File: src/include/psp_ctl_params.svh
// constants for the processing state and privilege control block
`ifndef PSP_CTL_PARAMS_SVH
`define PSP_CTL_PARAMS_SVH

// reference class codes, line2 line1 line0
`define PSP_FC_UNASSIGNED   3'h0
`define PSP_FC_USER_DATA    3'h1
`define PSP_FC_USER_PROG    3'h2
`define PSP_FC_SUPER_DATA   3'h5
`define PSP_FC_SUPER_PROG   3'h6
`define PSP_FC_INT_ACK      3'h7

// privilege select bit after reset and saved copy after reset
`define PSP_S_RESET         1'h1
`define PSP_SAVED_S_RESET   1'h1

`endif

File: src/include/psp_pkg.sv
// types shared by the processing state and privilege control block
package psp_pkg;

	// processing state; stopped is a sub-state of normal
	typedef enum logic [1:0] {
		PSP_NORMAL,
		PSP_STOPPED,
		PSP_EXCEPTION,
		PSP_HALTED
	} psp_state_t;

	// decoded class of the instruction offered for execution
	typedef enum logic [2:0] {
		PSP_INS_PLAIN,
		PSP_INS_STOP,
		PSP_INS_RESET,
		PSP_INS_WRITE_SR,
		PSP_INS_COPY_INTO_USER_STACK_PTR,
		PSP_INS_COPY_OUT_OF_USER_STACK_PTR
	} psp_ins_t;

endpackage

File: src/include/psp_priv_if.sv
// privilege signals shared between the control core and its helpers
`timescale 1ns/1ps
`default_nettype none

interface psp_priv_if;
	logic                eff_super;
	psp_pkg::psp_ins_t   ins_class;
	logic                violation;
	logic                bus_prog;
	logic                bus_iack;
	logic [2:0]          fc;

	modport ctl (output eff_super, output ins_class, output bus_prog, output bus_iack,
		input violation, input fc);
	modport checker_side (input eff_super, input ins_class, output violation);
	modport encoder_side (input eff_super, input bus_prog, input bus_iack, output fc);
endinterface

`default_nettype wire

File: src/rtl/psp_priv_check.sv
// privileged instruction checker
`timescale 1ns/1ps
`default_nettype none

module psp_priv_check (
	psp_priv_if.checker_side pif
);
	// supervisor may run everything; user is refused the system instructions
	always_comb begin
		pif.violation = 1'b0;
		if (!pif.eff_super) begin
			case (pif.ins_class)
				psp_pkg::PSP_INS_STOP:          pif.violation = 1'b1;
				psp_pkg::PSP_INS_RESET:         pif.violation = 1'b1;
				psp_pkg::PSP_INS_WRITE_SR:      pif.violation = 1'b1;
				psp_pkg::PSP_INS_COPY_INTO_USER_STACK_PTR:   pif.violation = 1'b1;
				psp_pkg::PSP_INS_COPY_OUT_OF_USER_STACK_PTR: pif.violation = 1'b1;
				default:                        pif.violation = 1'b0;
			endcase
		end
	end
endmodule

`default_nettype wire

File: src/rtl/psp_ref_class.sv
// bus cycle reference class encoder
`timescale 1ns/1ps
`default_nettype none
`include "psp_ctl_params.svh"

module psp_ref_class (
	psp_priv_if.encoder_side pif
);
	// acknowledge wins over program or data; level picks the upper half
	function automatic logic [2:0] fc_encode(input logic sup, input logic prog, input logic iack);
		logic [2:0] code;
		code = `PSP_FC_UNASSIGNED;
		if (iack)
			code = `PSP_FC_INT_ACK;
		else if (sup)
			code = prog ? `PSP_FC_SUPER_PROG : `PSP_FC_SUPER_DATA;
		else
			code = prog ? `PSP_FC_USER_PROG : `PSP_FC_USER_DATA;
		return code;
	endfunction

	assign pif.fc = fc_encode(pif.eff_super, pif.bus_prog, pif.bus_iack);
endmodule

`default_nettype wire

File: src/rtl/psp_ctl.sv
// processing state and privilege control core
//
// Function
// - always exactly one of normal, exception or halted processing
// - stop instruction enters stopped sub-state; no memory references there
// - exception entered on instruction, internal condition, interrupt, bus error, reset
// - bus error during bus error exception processing halts the device
// - halted device restarts only through external reset
// - stopped and halted never hold together
// - two privilege levels choose legal operations and stack pointer
// - privilege bit high during execution means supervisor
// - supervisor executes every instruction without privilege fault
// - supervisor instruction bus cycles are marked supervisor references
// - supervisor stack and address register seven use supervisor pointer
// - exception processing runs supervisor; its bus cycles marked supervisor
// - exception stack pushes and pops use supervisor pointer
// - privilege bit low during execution means user
// - user level refuses stop and reset instructions
// - user level refuses whole status register writes
// - user level refuses copies into and out of user stack pointer
// - user instruction bus cycles are marked user references
// - user stack and address register seven use user pointer
// - only exceptions raise privilege; entry saves then sets privilege bit
// - three reference class lines classify every bus cycle
// - privileged instruction at user level raises privilege violation exception
`timescale 1ns/1ps
`default_nettype none
`include "psp_ctl_params.svh"

module psp_ctl (
	input  wire logic                clk,
	input  wire logic                rst_n,
	input  wire logic                instr_valid,
	input  wire psp_pkg::psp_ins_t   instr_class,
	input  wire logic                sr_write_s,
	input  wire logic                int_exc_req,
	input  wire logic                irq_req,
	input  wire logic                berr,
	input  wire logic                exc_done,
	input  wire logic                bus_req,
	input  wire logic                bus_prog,
	input  wire logic                bus_iack,
	output psp_pkg::psp_state_t      proc_state,
	output logic                     stopped,
	output logic                     halted,
	output logic                     supervisor,
	output logic                     s_bit,
	output logic                     saved_s,
	output logic                     bus_start,
	output logic                     reference_class_line0,
	output logic                     reference_class_line1,
	output logic                     reference_class_line2,
	output logic                     stack_ssp_sel,
	output logic                     stack_user_ptr_sel,
	output logic                     instr_exec,
	output logic                     priv_violation
);

	psp_pkg::psp_state_t state;
	psp_pkg::psp_state_t next_state;
	logic                next_s;
	logic                next_saved_s;
	logic                next_in_berr;
	logic                enter_exc;
	logic                in_berr;
	logic                eff_super;
	logic                next_super;
	logic                bus_ok;

	psp_priv_if pif ();

	// helpers see the level that applies right now
	assign pif.eff_super = eff_super;
	assign pif.ins_class = instr_class;
	assign pif.bus_prog  = bus_prog;
	assign pif.bus_iack  = bus_iack;

	psp_priv_check i_psp_priv_check (
		.pif (pif)
	);

	psp_ref_class i_psp_ref_class (
		.pif (pif)
	);

	// exception processing forces supervisor regardless of the bit
	assign eff_super = s_bit | (state == psp_pkg::PSP_EXCEPTION);

	// only normal and exception processing may reference memory
	assign bus_ok = (state == psp_pkg::PSP_NORMAL) || (state == psp_pkg::PSP_EXCEPTION);

	// next processing state; bus error outranks instruction events
	always_comb begin
		next_state   = state;
		enter_exc    = 1'b0;
		next_in_berr = in_berr;
		case (state)
			psp_pkg::PSP_NORMAL: begin
				if (berr) begin
					enter_exc    = 1'b1;
					next_in_berr = 1'b1;
				end else if (instr_valid && pif.violation) begin
					enter_exc    = 1'b1;
				end else if (int_exc_req || irq_req) begin
					enter_exc    = 1'b1;
				end else if (instr_valid && instr_class == psp_pkg::PSP_INS_STOP) begin
					next_state   = psp_pkg::PSP_STOPPED;
				end
			end
			psp_pkg::PSP_STOPPED: begin
				// no bus cycles here, so only an interrupt wakes it
				if (irq_req)
					enter_exc = 1'b1;
			end
			psp_pkg::PSP_EXCEPTION: begin
				if (berr && in_berr) begin
					next_state = psp_pkg::PSP_HALTED;
				end else if (berr) begin
					enter_exc    = 1'b1;
					next_in_berr = 1'b1;
				end else if (exc_done) begin
					next_state   = psp_pkg::PSP_NORMAL;
					next_in_berr = 1'b0;
				end
			end
			psp_pkg::PSP_HALTED: begin
				next_state = psp_pkg::PSP_HALTED;
			end
			default: begin
				next_state = psp_pkg::PSP_HALTED;
			end
		endcase
		if (enter_exc)
			next_state = psp_pkg::PSP_EXCEPTION;
	end

	// privilege bit: raised only by exception entry, lowered only by a
	// whole status register write that the supervisor is allowed to make
	always_comb begin
		next_s       = s_bit;
		next_saved_s = saved_s;
		if (enter_exc && state != psp_pkg::PSP_EXCEPTION) begin
			next_saved_s = s_bit;
			next_s       = 1'b1;
		end else if (state == psp_pkg::PSP_NORMAL && instr_valid && !pif.violation &&
			instr_class == psp_pkg::PSP_INS_WRITE_SR && !berr && !int_exc_req && !irq_req) begin
			next_s       = sr_write_s;
		end
	end

	assign next_super = next_s | (next_state == psp_pkg::PSP_EXCEPTION);

	// state register; reset lands in exception processing
	always_ff @(posedge clk or negedge rst_n) begin
		if (!rst_n) begin
			state   <= psp_pkg::PSP_EXCEPTION;
			in_berr <= 1'b0;
		end else begin
			state   <= next_state;
			in_berr <= next_in_berr;
		end
	end

	// privilege bit and its saved copy
	always_ff @(posedge clk or negedge rst_n) begin
		if (!rst_n) begin
			s_bit   <= `PSP_S_RESET;
			saved_s <= `PSP_SAVED_S_RESET;
		end else begin
			s_bit   <= next_s;
			saved_s <= next_saved_s;
		end
	end

	// state flags mirror the next state so they line up with it
	always_ff @(posedge clk or negedge rst_n) begin
		if (!rst_n) begin
			proc_state <= psp_pkg::PSP_EXCEPTION;
			stopped    <= 1'b0;
			halted     <= 1'b0;
		end else begin
			proc_state <= next_state;
			stopped    <= (next_state == psp_pkg::PSP_STOPPED);
			halted     <= (next_state == psp_pkg::PSP_HALTED);
		end
	end

	// level and stack pointer choice, aligned with the state
	always_ff @(posedge clk or negedge rst_n) begin
		if (!rst_n) begin
			supervisor         <= 1'b1;
			stack_ssp_sel      <= 1'b1;
			stack_user_ptr_sel <= 1'b0;
		end else begin
			supervisor         <= next_super;
			stack_ssp_sel      <= next_super;
			stack_user_ptr_sel <= !next_super;
		end
	end

	// bus cycle launch and its class; the class is that of the level in force
	// when the request is taken, so a cycle never changes class midway
	always_ff @(posedge clk or negedge rst_n) begin
		if (!rst_n) begin
			bus_start             <= 1'b0;
			reference_class_line0 <= 1'b0;
			reference_class_line1 <= 1'b0;
			reference_class_line2 <= 1'b0;
		end else begin
			bus_start <= bus_req && bus_ok;
			if (bus_req && bus_ok) begin
				reference_class_line0 <= pif.fc[0];
				reference_class_line1 <= pif.fc[1];
				reference_class_line2 <= pif.fc[2];
			end
		end
	end

	// instruction outcome pulses
	always_ff @(posedge clk or negedge rst_n) begin
		if (!rst_n) begin
			instr_exec     <= 1'b0;
			priv_violation <= 1'b0;
		end else begin
			instr_exec     <= (state == psp_pkg::PSP_NORMAL) && instr_valid && !berr &&
				!pif.violation;
			priv_violation <= (state == psp_pkg::PSP_NORMAL) && instr_valid && !berr &&
				pif.violation;
		end
	end
endmodule

`default_nettype wire

File: config.mk
export PLATFORM = sky130hd
export DESIGN_NAME = psp_ctl
export DESIGN_NICKNAME = d
export VERILOG_FILES = /design/src/include/psp_pkg.sv /design/src/include/psp_priv_if.sv /design/src/rtl/psp_priv_check.sv /design/src/rtl/psp_ref_class.sv /design/src/rtl/psp_ctl.sv
export VERILOG_INCLUDE_DIRS = /design/src /design/src/include
export SDC_FILE = /design/constraint.sdc
export NUM_CORES = 1
export LEC_CHECK = 0
export BUFFER_PORTS_ARGS = -buffer_cell sky130_fd_sc_hd__buf_2
export CELL_PAD_IN_SITES_DETAIL_PLACEMENT = 0
export CELL_PAD_IN_SITES_GLOBAL_PLACEMENT = 1
export CORE_UTILIZATION = 37
export DETAILED_ROUTE_END_ITERATION = 7
export GPL_ROUTABILITY_DRIVEN = 0
export HOLD_SLACK_MARGIN = 0.05
export PLACE_DENSITY_LB_ADDON = 0.1
export SLEW_MARGIN = 25
export SYNTH_ARGS = -nofsm -noshare
export SYNTH_HDL_FRONTEND = slang
export SYNTH_HIERARCHICAL = 1
export SYNTH_SLANG_ARGS = --single-unit
File: constraint.sdc
create_clock -name clk -period 5.3 [get_ports clk]
set_input_delay 0.53 -clock clk [delete_from_list [all_inputs] [get_ports clk]]
set_output_delay 0.53 -clock clk [all_outputs]
set_load 0.01 [all_outputs]
# == Word level (Yosys, flattened, before mapping) ==
# Index checks and enable logic that the tools add are counted.
# Widths: inputs -> output; s select.
# totals
reg_bits,15
output_inout_bits,15
wordCells,85
# op_classes
n_eq_ne,15
muxes,29
bitwise_logic,2
n_reduce_logical,25
# ops
operator,count
$mux 2,10
$logic_and 1x1->1,14
$mux 1,14
$eq 2x2->1 const B,4
$eq 3x2->1 const B,2
$eq 3x3->1 const B,2
$mux 3,2
$ne 2x2->1 const B,3
$pmux 2 s3,1
$logic_not 1->1,5
$reduce_or 5->1,1
$eq 2x1->1 const B,2
$reduce_and 4->1,1
$eq 3x1->1 const B,1
$ne 3x3->1 const B,1
$pmux 1 s3,1
$logic_not 2->1,1
$logic_or 1x1->1,2
$or 1x1->1,2
$pmux 1 s2,1
$reduce_bool 2->1,1

# == Longest topological paths before layout ==
# logic_depth
ltp_word,14
ltp_mapped,8
mapped_depth_nobuf,7

# == Modules after synthesis ==
# The synthesis kept the hierarchy.
# by_module_without_submodules
mod,instances,cells_each,area_each_um2,seq_area_each_um2
psp_ctl,1,55,678.2,380.4
psp_ref_class,1,3,18.8,0.0
psp_priv_check,1,2,12.5,0.0

# == Worst setup path before layout ==
# OpenSTA, ideal clock, no wires.
# synth_timing
kind,flip-flop to flip-flop
from,register proc_state[1] (netlist name)
to,register stack_ssp_sel
setup_ns,0.077
arrival_time_ns,1.903
required_ns,5.223
setup_slack_ns,3.320
path_stages_with_launch,8
n_path_buf,1
period_less_slack_ns,1.980
path_cell_list,dfstp_2 > buf_2 > a21o_1 > a211oi_1 > a2111oi_1 > nor3_1 > a311o_1 > a21o_1
# synth_rtl
item,line_no,rtl
"end signal, assigned",psp_ctl.sv:196,stack_ssp_sel <= next_super;
"end, declared",psp_ctl.sv:53,"output logic stack_ssp_sel,"

==> results.md <==
| Parameter | Reported | Unit |
|---|---|---|
| Number of DRC markers in iteration 0 | 6 | - |
| Final-layout worst hold slack | 0.128 | ns |
| Max stage delay on crit path | 0.57 | ns |
| WL per Instance | 12.4 | um |
| Worst-case vdd ir drop | 0.195 | mV |
| Area added between synthesis and finish | 24.7 | % |
| Antenna violations before repair | 0 | - |
| Final count of negative-setup-slack endpoints | 0 | - |
| Post-CTS resize count | 0 | - |
| Max-slew headroom | 71.4 | % |
| Die boundary height | 45.8 | um |
| Cells taking the most area after synthesis | sky130_fd_sc_hd__dfrtp_1 (39%), sky130_fd_sc_hd__dfstp_2 (15%), sky130_fd_sc_hd__mux2_2 (6.3%) | - |
| Critical Path Fanout Max | 9 | - |
| Proportion of synthesized chip area in sequential cells | 53.6 | % |
| Root Buffer | sky130_fd_sc_hd__clkbuf_4 | - |
| Number of storage elements in the synthesis netlist | 15 | - |
| Most used cell, CP | sky130_fd_sc_hd__inv_1 | - |
| Fin cells | 114 | - |
| Worst setup SP type | flop | - |
| Pin count of the biggest net entering global routing | 16 | - |
| Total nets after synthesis | 74 | - |
| Cell family contributing the most delay on the critical path | compound AO/OA/AOI/OAI gates | - |
| Critical path data required time | 5.46 | ns |
| Clock latency reported for the late side of the worst-skew pair | 0.28 | ns |
| Register clock-pin slew on the reported worst setup and hold paths | 0.09 | ns |
| Detailed Route WL | 1420 | um |
| Maximum capacitance violations | 0 | - |
| Global route total overflow | 0 | - |
| I/O Pins | 29 | - |
| Post-CTS setup buffers | 0 | - |
| Area leader, netlist | sky130_fd_sc_hd__dfrtp_1 | - |
| Mapped Cells | 60 | - |
| Distinct cells, synth | 27 | - |
| Horiz. Die Dim | 45.8 | um |
| # diodes | 0 | - |
| Final Hold Violating Endpoints | 0 | - |
| Outcome | finished, final reports clean | - |
| Most frequent cell after synthesis | sky130_fd_sc_hd__dfrtp_1 | - |
| Classification of the worst-slack hold path | input port to asynchronous set/reset pin | - |
| ANT nets after route | 0 | - |
| Number of search-and-repair iterations in the first detailed-routing pass | 4 | - |
| Drt via density | 4.87 | - |
| Area of the mapped netlist | 709 | um^2 |
| Total placed cells including tap cells | 110 | - |
| Critical-path cell list | inv_1 > a21o_1 > a211oi_1 > inv_1 > and3_1 > a221oi_2 > a21oi_1 | - |
| TritonCTS clock tree | done | - |
| Number of vias after detailed routing | 555 | - |
| Hold buffer count at CTS | 0 | - |
| Async SR Flop Fraction | 100 | % |
| Maximum root-to-sink buffer count | 2 | - |
| Highest achievable clock rate | 441 | MHz |
| EDFF count, synth | 0 | - |
| CP Class | flop to flop | - |
| Setup repair after global routing missed its margin | false | - |
| Syn Area/Cell | 11.8 | um^2 |
| Part of the cycle the worst path needs | 42.8 | % |
| Arrival time worst endpoint | 2.43 | ns |
| Minimum clock period after layout | 2.27 | ns |
| Cell at the slowest stage of the critical path | sky130_fd_sc_hd__dfrtp_1 | - |
| Number of H-tree levels | 1 | - |
| Number of core rows | 15 | - |
| Pin slew with the least headroom to its limit | 0.427 | ns |
| Largest reg by FF count | proc_state | - |
| Most common flop cell mapped by yosys | sky130_fd_sc_hd__dfrtp_1 | - |
| Layout net count | 104 | - |
| Max reg flops | 2 | - |
| Core Area | 1760 | um^2 |
| Global routing usage summed across all routing layers | 15.6 | % |
| Top cells by count, synth | sky130_fd_sc_hd__dfrtp_1 (11), sky130_fd_sc_hd__inv_1 (5), sky130_fd_sc_hd__dfstp_2 (4), sky130_fd_sc_hd__mux2_2 (4) | - |
| Vias in the first global route | 508 | - |
| Buffers & Inverters on Critical Path | 2 | - |
| Setup TNS | 0 | ns |
| Global-route wire length before repair | 2250 | um |
| Number of slew-limit violations in the final report | 0 | - |
| Yosys warning count | 6 | - |
| Fraction of final layout cells sized beyond drive strength 1 | 49.4 | % |
| Setup crit end kind | flop | - |
| Port bufs | 28 | - |
| Num CTS Buffers | 3 | - |
| Share of the synthesized area in the top cell type | 38.8 | % |
| Starting density of the core | 40.2 | % |
| Final Skew | 0.00408 | ns |
| Sink count of the clock tree | 15 | - |
| Static Leak | 0.408 | nW |
| Number of remaining DRC errors | 0 | - |
| Power per Cell Area | 354 | nW/um^2 |
| Area of the die | 2100 | um^2 |
-- stage by stage --
stage / cell area (um^2) / util (%) / setup WS (ns) / total power [mW]
2_1_floorplan: 709 / - / 3.32 / 0.219
3_3_place_gp: 857 / 48.6 / 3.06 / 0.251
6_report: 885 / 50.1 / 3.03 / 0.313
4_1_cts: 885 / 50.1 / 3.05 / 0.319
5_1_grt: 885 / 50.1 / 2.81 / 0.335
3_5_place_dp: 857 / 48.6 / 3.07 / 0.251
-- logic make-up (layout without fill, tap and decap cells) --
| logic type | Yosys count | in the layout | share of synthesized area [%] |
|---|---|---|---|
| and+or+nand+nor | 20 | 20 | 18.9 |
| DFF | 15 | 15 | 53.6 |
| AOI/OAI and AO/OA | 13 | 13 | 15.2 |
| buffers and inverters | 8 | 37 | 6.00 |
| muxes | 4 | 4 | 6.35 |
-- final timing paths --
path,slack [ns],cells after the start,from,endpoint
max,3.03,7,proc_state[0],stack_user_ptr_sel
min,0.13,1,rst_n,reference_class_line2
max reg2reg,3.03,7,proc_state[0],stack_user_ptr_sel
min reg2reg,0.51,1,reference_class_line1,reference_class_line1
max in group asynchronous,4.88,1,rst_n,proc_state[1]
min in group clk,0.51,1,reference_class_line1,reference_class_line1
-- cell type report --
class | instances | area, um^2
repair buffers | 28 | 140
well taps | 25 | 31.3
flip-flops and latches | 15 | 380
clock buffers | 3 | 22.5
multi-input cells | 37 | 287
clock inverters | 1 | 5.00
fillers | 189 | 880
inverters | 5 | 18.8
-- cells in the final DEF (no fill, tap or decap), drive strengths merged --
cell type	instances
a2111oi	1
a211oi	2
a21o	2
a21oi	3
a221oi	1
a22o	1
a311o	1
a41oi	1
and2	2
and3	2
buf	28
clkbuf	3
clkinv	1
dfrtp	11
dfstp	4
inv	5
mux2	4
nand2b	2
nand3	2
nor2	3
nor2b	3
nor3	2
nor4b	2
o31a	1
or2	2
-- layer usage --
layer / global-route usage (%) / vias to the layer above / wire, um
met4: 7.06 / 0 / 6
met3: 2.38 / 2 / 77
li1: - / 271 / -
met5: 0 / - / 0
met1: 20.3 / 265 / 617
met2: 25.4 / 17 / 715
-- power by group --
part	internal (mW)	leakage, nW	switching, mW
sequential	0.141	0.171	0.0208
combinational	0.0432	0.219	0.0422
clock	0.0280	0.0177	0.0374
total	0.212	0.408	0.100
Note: power is estimated with default switching activity, not from simulation.
